### src/verilog/frld_pkg.sv
// constants, types and register map of the line draw engine
// Function
// - rotation 0/90/180/270 applies only to colour and serial panel types.
// - line bytes: stride for 6-bit, stride/2 up for 3-bit, stride/4 up for mono.
// - origin top left, X grows right, Y grows down, coordinates positive.
// - drawing touches only frame buffer memory, never refreshes the panel.
// - line drawn when function select is 3 and trigger written 1.
// - start from first point, end at second, base from halves, pitch from stride.
// - on completion trigger self-clears and completion flag sets.
// - line thickness is twice the thickness parameter plus one pixel.
// - pixels take the eight-bit pen value as colour or gray level; the code uses only pen bits 3:0 for 3-bit and 1:0 for mono.
// - writing 1 clears completion flag; enable bit gates it onto interrupt.
package frld_pkg;

  // ==========================================================
  // register byte addresses
  localparam logic [7:0] REG_FUNC   = 8'h00;
  localparam logic [7:0] REG_TRIG   = 8'h04;
  localparam logic [7:0] REG_INTST  = 8'h08;
  localparam logic [7:0] REG_INTEN  = 8'h0c;
  localparam logic [7:0] REG_OBLO   = 8'h10;
  localparam logic [7:0] REG_OBHI   = 8'h14;
  localparam logic [7:0] REG_OSTR   = 8'h18;
  localparam logic [7:0] REG_X1     = 8'h1c;
  localparam logic [7:0] REG_Y1     = 8'h20;
  localparam logic [7:0] REG_X2     = 8'h24;
  localparam logic [7:0] REG_Y2     = 8'h28;
  localparam logic [7:0] REG_THICK  = 8'h2c;
  localparam logic [7:0] REG_COLOR  = 8'h30;
  localparam logic [7:0] REG_OWID   = 8'h34;
  localparam logic [7:0] REG_OHGT   = 8'h38;
  localparam logic [7:0] REG_PCFG   = 8'h3c;
  localparam logic [7:0] REG_SWID   = 8'h40;
  localparam logic [7:0] REG_SHGT   = 8'h44;
  localparam logic [7:0] REG_SSTR   = 8'h48;
  localparam logic [7:0] REG_SBLO   = 8'h4c;
  localparam logic [7:0] REG_SBHI   = 8'h50;
  localparam logic [7:0] REG_STAT   = 8'h54;

  // ==========================================================
  // field codes and reset values
  localparam logic [2:0] FUNC_LINE  = 3'h3;
  localparam logic [1:0] FMT_C6     = 2'h0;
  localparam logic [1:0] FMT_C3     = 2'h1;
  localparam logic [1:0] FMT_MONO   = 2'h2;
  localparam logic [1:0] PT_COLOR   = 2'h0;
  localparam logic [1:0] PT_SERIAL  = 2'h1;
  localparam logic [9:0] RST_DIM    = 10'h000;
  localparam logic [31:0] RST_BASE  = 32'h0000_0000;

  // ==========================================================
  // types
  typedef enum logic [1:0] {
    ST_IDLE = 2'b00,
    ST_SPAN = 2'b01,
    ST_STEP = 2'b10,
    ST_DONE = 2'b11
  } frld_state_e;

  typedef struct packed {
    logic [31:0] base;
    logic [9:0]  width;
    logic [9:0]  height;
    logic [9:0]  stride;
    logic [1:0]  rot;
    logic [1:0]  fmt;
  } frld_scan_s;

  typedef struct packed {
    logic        req;
    logic [31:0] addr;
    logic [7:0]  data;
    logic [7:0]  mask;
  } frld_mem_s;

endpackage : frld_pkg

### src/verilog/frld_line_engine.sv
// thick line drawing engine with register port and scan configuration
//
// Added by the designer: strobed register access and the placing of the registers.
module frld_line_engine
  import frld_pkg::*;
(
  input  wire logic        sys_clk,
  input  wire logic        resetn,
  input  wire logic [7:0]  reg_addr,
  input  wire logic [31:0] reg_wdata,
  input  wire logic        reg_wr,
  input  wire logic        reg_rd,
  output logic      [31:0] reg_rdata,
  output logic             irq,
  output logic      [2:0]  function_select,
  output logic             operation_trigger,
  input  wire logic        ext_done,
  output frld_scan_s       scan_cfg,
  output frld_mem_s        mem_wr,
  input  wire logic        mem_ready
);

  // ==========================================================
  // helpers
  // packed bytes per frame buffer line
  function automatic logic [9:0] line_bytes(input logic [9:0] s, input logic [1:0] f);
    logic [10:0] t;
    t = {1'b0, s};
    case (f)
      FMT_C3:   line_bytes = 10'((t + 11'h001) >> 1);
      FMT_MONO: line_bytes = 10'((t + 11'h003) >> 2);
      default:  line_bytes = s;
    endcase
  endfunction : line_bytes

  function automatic logic [11:0] abs_diff(input logic [9:0] a, input logic [9:0] b);
    abs_diff = (a >= b) ? {2'h0, a - b} : {2'h0, b - a};
  endfunction : abs_diff

  // ==========================================================
  // register state
  logic [2:0]  func_q, func_d;
  logic        trig_q, trig_d;
  logic        flag_q, flag_d;
  logic        ien_q, ien_d;
  logic [31:0] obase_q, obase_d;
  logic [9:0]  ostr_q, ostr_d, x1_q, x1_d, y1_q, y1_d, x2_q, x2_d, y2_q, y2_d;
  logic [9:0]  thick_q, thick_d, owid_q, owid_d, ohgt_q, ohgt_d;
  logic [7:0]  color_q, color_d;
  logic [5:0]  pcfg_q, pcfg_d;
  logic [9:0]  swid_q, swid_d, shgt_q, shgt_d, sstr_q, sstr_d;
  logic [31:0] sbase_q, sbase_d, rdata_q, rdata_d;
  logic        eng_done;

  // ==========================================================
  // engine state
  frld_state_e        st_q, st_d;
  logic signed [11:0] cx_q, cx_d, cy_q, cy_d, off_q, off_d;
  logic signed [12:0] err_q, err_d, e2;
  logic [11:0]        dx_q, dx_d, dy_q, dy_d;
  logic               sxn_q, sxn_d, syn_q, syn_d, xmaj_q, xmaj_d;
  frld_mem_s          mem_q, mem_d;
  logic signed [11:0] px, py, nthick;
  logic               inb, adv, at_end;
  logic [19:0]        yoff;
  logic [9:0]         xbyte;
  logic [7:0]         pmask, pdata;

  // register next values; a set of the flag beats a clear in the same cycle
  always_comb begin
    func_d  = func_q;
    trig_d  = trig_q;
    flag_d  = flag_q;
    ien_d   = ien_q;
    obase_d = obase_q;
    ostr_d  = ostr_q;
    x1_d    = x1_q;
    y1_d    = y1_q;
    x2_d    = x2_q;
    y2_d    = y2_q;
    thick_d = thick_q;
    color_d = color_q;
    owid_d  = owid_q;
    ohgt_d  = ohgt_q;
    pcfg_d  = pcfg_q;
    swid_d  = swid_q;
    shgt_d  = shgt_q;
    sstr_d  = sstr_q;
    sbase_d = sbase_q;
    rdata_d = 32'h0000_0000;
    if (reg_wr) begin
      case (reg_addr)
        REG_FUNC:  func_d = reg_wdata[2:0];
        REG_TRIG:  if (reg_wdata[0]) trig_d = 1'b1;
        REG_INTST: if (reg_wdata[0]) flag_d = 1'b0;
        REG_INTEN: ien_d = reg_wdata[0];
        REG_OBLO:  obase_d[15:0] = reg_wdata[15:0];
        REG_OBHI:  obase_d[31:16] = reg_wdata[15:0];
        REG_OSTR:  ostr_d = reg_wdata[9:0];
        REG_X1:    x1_d = reg_wdata[9:0];
        REG_Y1:    y1_d = reg_wdata[9:0];
        REG_X2:    x2_d = reg_wdata[9:0];
        REG_Y2:    y2_d = reg_wdata[9:0];
        REG_THICK: thick_d = reg_wdata[9:0];
        REG_COLOR: color_d = reg_wdata[7:0];
        REG_OWID:  owid_d = reg_wdata[9:0];
        REG_OHGT:  ohgt_d = reg_wdata[9:0];
        REG_PCFG:  pcfg_d = reg_wdata[5:0];
        REG_SWID:  swid_d = reg_wdata[9:0];
        REG_SHGT:  shgt_d = reg_wdata[9:0];
        REG_SSTR:  sstr_d = reg_wdata[9:0];
        REG_SBLO:  sbase_d[15:0] = reg_wdata[15:0];
        REG_SBHI:  sbase_d[31:16] = reg_wdata[15:0];
        default:   ;
      endcase
    end
    if (reg_rd) begin
      case (reg_addr)
        REG_FUNC:  rdata_d = {29'h0, func_q};
        REG_TRIG:  rdata_d = {31'h0, trig_q};
        REG_INTST: rdata_d = {31'h0, flag_q};
        REG_INTEN: rdata_d = {31'h0, ien_q};
        REG_OBLO:  rdata_d = {16'h0, obase_q[15:0]};
        REG_OBHI:  rdata_d = {16'h0, obase_q[31:16]};
        REG_OSTR:  rdata_d = {22'h0, ostr_q};
        REG_X1:    rdata_d = {22'h0, x1_q};
        REG_Y1:    rdata_d = {22'h0, y1_q};
        REG_X2:    rdata_d = {22'h0, x2_q};
        REG_Y2:    rdata_d = {22'h0, y2_q};
        REG_THICK: rdata_d = {22'h0, thick_q};
        REG_COLOR: rdata_d = {24'h0, color_q};
        REG_OWID:  rdata_d = {22'h0, owid_q};
        REG_OHGT:  rdata_d = {22'h0, ohgt_q};
        REG_PCFG:  rdata_d = {26'h0, pcfg_q};
        REG_SWID:  rdata_d = {22'h0, swid_q};
        REG_SHGT:  rdata_d = {22'h0, shgt_q};
        REG_SSTR:  rdata_d = {22'h0, sstr_q};
        REG_SBLO:  rdata_d = {16'h0, sbase_q[15:0]};
        REG_SBHI:  rdata_d = {16'h0, sbase_q[31:16]};
        REG_STAT:  rdata_d = {31'h0, st_q != ST_IDLE};
        default:   rdata_d = 32'h0000_0000;
      endcase
      if (reg_addr == REG_INTST) flag_d = 1'b0; // status read also clears
    end
    // other functions finish through the neighbouring engines; a stray
    // pulse while no operation runs must not raise the flag
    if (eng_done || (ext_done && trig_q && func_q != FUNC_LINE)) begin
      trig_d = 1'b0;
      flag_d = 1'b1;
    end
  end

  always_ff @(posedge sys_clk or negedge resetn) begin
    if (!resetn) begin
      func_q  <= 3'h0;
      trig_q  <= 1'b0;
      flag_q  <= 1'b0;
      ien_q   <= 1'b0;
      obase_q <= RST_BASE;
      ostr_q  <= RST_DIM;
      x1_q    <= RST_DIM;
      y1_q    <= RST_DIM;
      x2_q    <= RST_DIM;
      y2_q    <= RST_DIM;
      thick_q <= RST_DIM;
      color_q <= 8'h00;
      owid_q  <= RST_DIM;
      ohgt_q  <= RST_DIM;
      pcfg_q  <= 6'h00;
      swid_q  <= RST_DIM;
      shgt_q  <= RST_DIM;
      sstr_q  <= RST_DIM;
      sbase_q <= RST_BASE;
      rdata_q <= 32'h0000_0000;
    end else begin
      func_q  <= func_d;
      trig_q  <= trig_d;
      flag_q  <= flag_d;
      ien_q   <= ien_d;
      obase_q <= obase_d;
      ostr_q  <= ostr_d;
      x1_q    <= x1_d;
      y1_q    <= y1_d;
      x2_q    <= x2_d;
      y2_q    <= y2_d;
      thick_q <= thick_d;
      color_q <= color_d;
      owid_q  <= owid_d;
      ohgt_q  <= ohgt_d;
      pcfg_q  <= pcfg_d;
      swid_q  <= swid_d;
      shgt_q  <= shgt_d;
      sstr_q  <= sstr_d;
      sbase_q <= sbase_d;
      rdata_q <= rdata_d;
    end
  end

  // scan geometry goes to the panel updater as software set it up;
  // the odd rectangular cases are worked around by software offsets
  always_comb begin
    scan_cfg.base   = sbase_q;
    scan_cfg.width  = swid_q;
    scan_cfg.height = shgt_q;
    scan_cfg.stride = sstr_q;
    scan_cfg.fmt    = pcfg_q[1:0];
    // grayscale panels cannot rotate, so they see 0 degrees
    scan_cfg.rot    = (pcfg_q[5:4] == PT_COLOR || pcfg_q[5:4] == PT_SERIAL)
                      ? pcfg_q[3:2] : 2'h0;
  end

  assign reg_rdata         = rdata_q;
  assign irq               = flag_q & ien_q;
  assign function_select   = func_q;
  assign operation_trigger = trig_q;
  assign mem_wr            = mem_q;

  // ==========================================================
  // pixel of the current span: x-major lines grow vertically
  always_comb begin
    nthick = -$signed({2'b00, thick_q});
    px     = xmaj_q ? cx_q : 12'(cx_q + off_q);
    py     = xmaj_q ? 12'(cy_q + off_q) : cy_q;
    // origin top left, pixels off the buffer are dropped
    inb    = !px[11] && !py[11] && (px[9:0] < owid_q) && (py[9:0] < ohgt_q)
             && (px[10] == 1'b0) && (py[10] == 1'b0);
    yoff   = py[9:0] * line_bytes(ostr_q, pcfg_q[1:0]);
    case (pcfg_q[1:0])
      FMT_C3: begin
        xbyte = {1'b0, px[9:1]};
        pmask = px[0] ? 8'hf0 : 8'h0f;
        pdata = px[0] ? {color_q[3:0], 4'h0} : {4'h0, color_q[3:0]};
      end
      FMT_MONO: begin
        xbyte = {2'b00, px[9:2]};
        pmask = 8'(8'h03 << {px[1:0], 1'b0});
        pdata = 8'({6'h00, color_q[1:0]} << {px[1:0], 1'b0});
      end
      default: begin
        xbyte = px[9:0];
        pmask = 8'hff;
        pdata = color_q;
      end
    endcase
    adv    = !mem_q.req || mem_ready;
    at_end = (cx_q == $signed({2'b00, x2_q})) && (cy_q == $signed({2'b00, y2_q}));
    e2     = err_q <<< 1;
  end

  // ==========================================================
  // engine: one span of 2t+1 pixels per step of the line walk
  always_comb begin
    st_d   = st_q;
    cx_d   = cx_q;
    cy_d   = cy_q;
    off_d  = off_q;
    err_d  = err_q;
    dx_d   = dx_q;
    dy_d   = dy_q;
    sxn_d  = sxn_q;
    syn_d  = syn_q;
    xmaj_d = xmaj_q;
    mem_d  = mem_q;
    if (mem_ready) mem_d.req = 1'b0;
    eng_done = 1'b0;
    case (st_q)
      ST_IDLE: begin
        if (trig_q && func_q == FUNC_LINE) begin
          cx_d   = $signed({2'b00, x1_q});
          cy_d   = $signed({2'b00, y1_q});
          dx_d   = abs_diff(x2_q, x1_q);
          dy_d   = abs_diff(y2_q, y1_q);
          sxn_d  = x2_q < x1_q;
          syn_d  = y2_q < y1_q;
          xmaj_d = abs_diff(x2_q, x1_q) >= abs_diff(y2_q, y1_q);
          err_d  = 13'($signed({1'b0, abs_diff(x2_q, x1_q)})
                   - $signed({1'b0, abs_diff(y2_q, y1_q)}));
          off_d  = nthick;
          st_d   = ST_SPAN;
        end
      end
      ST_SPAN: begin
        if (adv) begin
          if (inb) begin
            mem_d.req  = 1'b1;
            mem_d.addr = obase_q + {12'h000, yoff} + {22'h0, xbyte};
            mem_d.data = pdata;
            mem_d.mask = pmask;
          end
          off_d = 12'(off_q + 12'sd1);
          if (off_q == $signed({2'b00, thick_q})) begin
            off_d = nthick;
            st_d  = at_end ? ST_DONE : ST_STEP;
          end
        end
      end
      ST_STEP: begin
        if (e2 > -$signed({1'b0, dy_q})) begin
          err_d = 13'(err_d - $signed({1'b0, dy_q}));
          cx_d  = sxn_q ? 12'(cx_q - 12'sd1) : 12'(cx_q + 12'sd1);
        end
        if (e2 < $signed({1'b0, dx_q})) begin
          err_d = 13'(err_d + $signed({1'b0, dx_q}));
          cy_d  = syn_q ? 12'(cy_q - 12'sd1) : 12'(cy_q + 12'sd1);
        end
        st_d = ST_SPAN;
      end
      ST_DONE: begin
        // wait for the last pixel write to drain before finishing
        if (adv) begin
          eng_done = 1'b1;
          st_d     = ST_IDLE;
        end
      end
      default: st_d = ST_IDLE;
    endcase
  end

  always_ff @(posedge sys_clk or negedge resetn) begin
    if (!resetn) begin
      st_q   <= ST_IDLE;
      cx_q   <= 12'sd0;
      cy_q   <= 12'sd0;
      off_q  <= 12'sd0;
      err_q  <= 13'sd0;
      dx_q   <= 12'h000;
      dy_q   <= 12'h000;
      sxn_q  <= 1'b0;
      syn_q  <= 1'b0;
      xmaj_q <= 1'b0;
      mem_q  <= '0;
    end else begin
      st_q   <= st_d;
      cx_q   <= cx_d;
      cy_q   <= cy_d;
      off_q  <= off_d;
      err_q  <= err_d;
      dx_q   <= dx_d;
      dy_q   <= dy_d;
      sxn_q  <= sxn_d;
      syn_q  <= syn_d;
      xmaj_q <= xmaj_d;
      mem_q  <= mem_d;
    end
  end

endmodule : frld_line_engine

### config.mk
export PLATFORM = sky130hd
export DESIGN_NAME = frld_line_engine
export DESIGN_NICKNAME = d
export VERILOG_FILES = /design/src/verilog/frld_pkg.sv /design/src/verilog/frld_line_engine.sv
export SDC_FILE = /design/constraint.sdc
export NUM_CORES = 1
export LEC_CHECK = 0
export BUFFER_PORTS_ARGS = -buffer_cell sky130_fd_sc_hd__buf_2
export CORE_MARGIN = 5
export CORE_UTILIZATION = 65
export CTS_CLUSTER_DIAMETER = 150
export CTS_CLUSTER_SIZE = 12
export DETAILED_ROUTE_END_ITERATION = 16
export PLACE_DENSITY = 0.85
export SYNTH_ARGS = -nofsm -noshare
export SYNTH_HDL_FRONTEND = slang
export SYNTH_SLANG_ARGS = --single-unit
### constraint.sdc
create_clock -name sys_clk -period 18.5 [get_ports sys_clk]
set_clock_uncertainty 0.1 [all_clocks]
set_input_delay 3.7 -clock sys_clk [delete_from_list [all_inputs] [get_ports sys_clk]]
set_output_delay 3.7 -clock sys_clk [all_outputs]
set_load 0.005 [all_outputs]
==> impl.org <==
** Run status
- Status :: finished, final reports clean

** Placed design
- Port buffering added 165 buffers.
- The congestion estimate from routability-driven global placement came to 0.994.
- Summed over all nets, the half-perimeter wirelength after detailed placement is 60400 microns.
- Placed instance count :: 3313

** Timing
- Based on the critical path, the design can be clocked at up to 117 MHz.
- Setup repair after global routing left no endpoint under its margin.
- The worst path uses 46.2% of the clock period.
- Setup tns final :: 0 ns
- Final setup violation count :: 0
- The smallest clock period supported by the final layout is computed as 8.54 ns.
- For the pin with the worst max-slew slack, the measured transition is 1.14 ns.
- The number of endpoints with negative hold slack in the final report came to 0.
- The number of pins exceeding their max-slew limit in the final report came to 0.
- Normalized max-slew margin :: 24.0%

** Pwr
- Static leakage :: 13.7 nW
- Total Power Consumption :: 3.06 mW
- In this run the power density over the cells is 110 nW/um^2.
- IR analysis of the VDD net gives a maximum drop of 0.0900 mV.

** Cells and area
- The count of cells in the finished layout, fillers not included, comes to 3346.
- After filler insertion, the fill cell instance count of the layout stands at 3007.
- Cells fill 70.4% of the core in the end.
- The post-route netlist has 17.2% of its cells at a drive strength greater than 1.
- Compared with the post-synthesis result, the final layout area differs by 7.32%.
- The number of antenna diodes in the final layout is 0.
- For this run, the post-layout net count is 3183.

** Critical path
- Internal reg-to-reg setup slack :: 9.96 ns
- Nature of the critical path endpoint :: flip-flop
- Along the worst path, the maximum fanout reaches 7.
- The worst setup path is launched from a flip-flop.
- At the worst endpoint, the required time is 18.87 ns.
- The setup path with the least slack is of type flip-flop to flip-flop.
- Data arrives at the worst endpoint at 8.91 ns.

** Drt
- After detailed routing, the number of vias per cell comes to 6.60.
- Initial DRC Count :: 2302
- Total number of vias :: 22100
- The first TritonRoute pass finished after 8 iterations.
- Dividing the detail-routed wire length by the instance count gives 24.0 microns.
- Number of nets still failing antenna checks after routing :: 0
- Summed over all layers, the routed wires come to 80200 microns.
- Detailed-route DRC error count :: 0

** Global route
- The first global-routing pass estimated 126000 microns of wire.
- Met1 Use GR :: 48.8%
- The number of global-route vias before repair is 22200.
- Global routing consumed, on the met2 layer, 55.9% of the routing resources.
- For this run the aggregate overflow at the end of global routing stands at 0.
- Global routing consumed, over all layers together, 35.9% of the routing resources.
- For this run, global-route usage on met3 was measured as 7.56%.
- Entering global routing, the biggest net connects 108 pins.
- Antenna violations before repair :: 1
- met2 is the most crowded layer.

** Floorplanning
- The floorplan step defined a die boundary enclosing 44100 sq um.
- 198 I/O pins were placed.
- The floorplan step set the die height to 210 microns.
- After floorplanning, the core was sized to cover 39600 sq um.
- Once the floorplan was initialized, standard cells occupied 65.6% of the core.
- The floorplan has 73 rows.
- From left edge to right edge, the die measures 210 microns.

** CTS
- For this design, the CTS-stage hold fixing added 0 buffers.
- Clock-pin slew on the worst setup and hold paths :: 0.07 ns
- The number of clock buffers added by TritonCTS is 31.
- The longest clock path from root to sink contains 3 buffers.
- The cell sitting at the root of the clock tree is a clkbuf_16.
- The clock reaches the later pin of the worst-skew pair after 0.59 ns.
- CTS tree :: built
- Gates resized during post-CTS repair numbered 0.
- In this run the number of H-tree levels came out at 1.
- Clock tree synthesis found a total of 328 sinks.
- In this run the post-CTS setup repair buffer count came out at 0.

** Synthesis
- Sequential share of the synthesized area :: 31.6%
- Synth Area per Inst :: 9.62 sq um
- For this run, the leading register cell type out of synthesis is dfrtp_1.
- Counting flops with a built-in enable in the synthesized netlist gives 0.
- After technology mapping, the gate count stands at 2702.
- Synthesis inferred 328 register bits.
- Area of the mapped netlist :: 26000 sq um
- Counting flops with an async set or reset pin after synthesis yields a share of 100%.
- For this run, the number of Yosys warnings is 0.
- The netlist uses 85 different library cells.

** Worst hold path
- The worst hold path belongs to the class flip-flop to flip-flop.

** Run
- Total of max-cap violations :: 0
-- critical path: stages (launching register included) --
cell and delay [ns]:
dfrtp_1 0.54, ha_1 0.31, fa_1 0.41, a21oi_1 0.15, nor2b_1 0.08, a311o_1 0.42
xor2_1 0.16, mux2i_1 0.59, inv_1 0.37, nand2_1 0.19, fa_1 0.45, fa_1 0.50
fa_1 0.49, inv_1 0.05, fa_1 0.53, inv_1 0.05, fa_1 0.52, inv_1 0.04
ha_1 0.34, o21a_1 0.14, o21ai_0 0.09, o31ai_1 0.70, a41o_1 0.35, o221a_2 0.30
nand3_1 0.11, xnor2_1 0.17, mux2_4 0.27
-- layer usage --
layer,vias to the layer above,share of wire [%]
met1,10800,39
li1,9633,-
met4,2,5.7
met2,1355,44
met5,-,0.016
met3,324,11
-- registers in the layout, summed over array words and instances, names as in the netlist, 12 cells and up --
| signal | cells |
|---|---|
| mem_wr | 45 |
| reg_rdata | 16 |
| err_q | 12 |
| obase_q | 32 |
| sbase_q | 32 |
| cy_q | 12 |
| off_q | 12 |
| cx_q | 12 |
-- logic make-up (layout without fill, tap and decap cells) --
logic type,Yosys count,count (layout),synth area share (%)
flops,328,328,31.6
other cells,1,16,0.0144
buf+inv,410,514,6.58
fa+ha+maj,316,316,18.2
mux,274,274,12.3
compound gates,602,602,15.3
xor+xnor,149,149,5.02
simple gates,622,622,11.0
-- cells in the final DEF, fill, tap and decap left out, types with 11 or more instances in the layout --
cell type  synthesis  final
dfrtp_1          328    328
inv_1            294    294
ha_1             212    212
nand2_1          209    209
mux2_2           208    208
nor2_1           176    176
buf_2              1    164
a21oi_1          155    155
o21ai_0          120    120
fa_1             104    104
xnor2_1          103    103
a22oi_1           53     53
xor2_1            46     46
nand3_1           44     44
a21o_1            40     40
nor3_1            35     35
mux2_4            34     34
mux2i_1           31     31
clkbuf_16          0     31
nand2b_1          29     29
a221oi_1          26     26
nand4_1           25     25
nor2b_1           24     24
a22o_1            23     23
a31oi_1           22     22
o21a_1            21     21
buf_4             24     21
a211oi_1          20     20
and3_1            17     17
conb_1             1     16
nor4_1            13     13
o31ai_1           14     13
o21ai_1           12     12
or3_1             11     11
-- final cells by class --
| type | instances | area [sq um] | area share (%) |
|---|---|---|---|
| inverters | 295 | 1110 | 3.97 |
| repair buffers | 186 | 993 | 3.56 |
| well taps | 525 | 657 | 2.35 |
| clock inverters | 2 | 17.5 | 0.0628 |
| multi-input cells | 1979 | 16100 | 57.9 |
| flip-flops and latches | 328 | 8210 | 29.4 |
| clock buffers | 31 | 776 | 2.78 |
-- synthesized netlist by cell type, types with 9 or more instances --
master	instances	area, sq um
clkbuf_1	80	300
dfrtp_1	328	8210
nor2b_1	24	150
nand2b_1	29	181
nand2_1	209	785
xnor2_1	103	902
and3_1	17	106
nor2_1	176	661
or3_1	11	68.8
mux2_2	208	2340
o21bai_1	10	75.1
nand4_1	25	156
a221oi_1	26	228
o21ai_0	120	601
nor3_1	35	175
inv_1	294	1100
mux2_4	34	510
a21oi_1	155	776
nand3_1	44	220
and2_1	10	62.6
a211oi_1	20	150
a21o_1	40	300
ha_1	212	2650
o21ai_1	12	60.1
nor4_1	13	81.3
xor2_1	46	403
o31ai_1	14	105
o21a_1	21	158
a22oi_1	53	398
a22o_1	23	201
a31oi_1	22	138
mux2i_1	31	310
o22ai_1	9	56.3
fa_1	104	2080
buf_4	24	180
-- power by group --
group	total, mW	switching [mW]	leakage [nW]	internal (mW)
clock network	0.565	0.271	0.391	0.294
logic	1.53	0.894	8.84	0.636
registers	0.962	0.157	4.44	0.805
total	3.06	1.32	13.7	1.74
-- through the flow --
| stage | setup slack (ns) | instance area (sq um) | hold WS [ns] |
|---|---|---|---|
| after global placement | 10.27 | 27100 | 0.389 |
| after floorplan | 11.39 | 26100 | 0.364 |
| after detailed placement | 10.18 | 27100 | 0.388 |
| after CTS | 10.13 | 27900 | 0.408 |
| after global routing | 9.58 | 27900 | 0.422 |
| final | 9.96 | 27900 | 0.406 |
-- worst paths after layout --
path,from,endpoint,cells past startpoint
min,mem_wr[33],mem_wr[33],1
max reg2reg,off_q[0],mem_wr[40],26
max in group asynchronous,resetn,mem_wr[19],3
min in group asynchronous,resetn,function_select[0],1
min reg2reg,mem_wr[33],mem_wr[33],1
max,off_q[0],mem_wr[40],26
(Power assumes the default switching activity.)
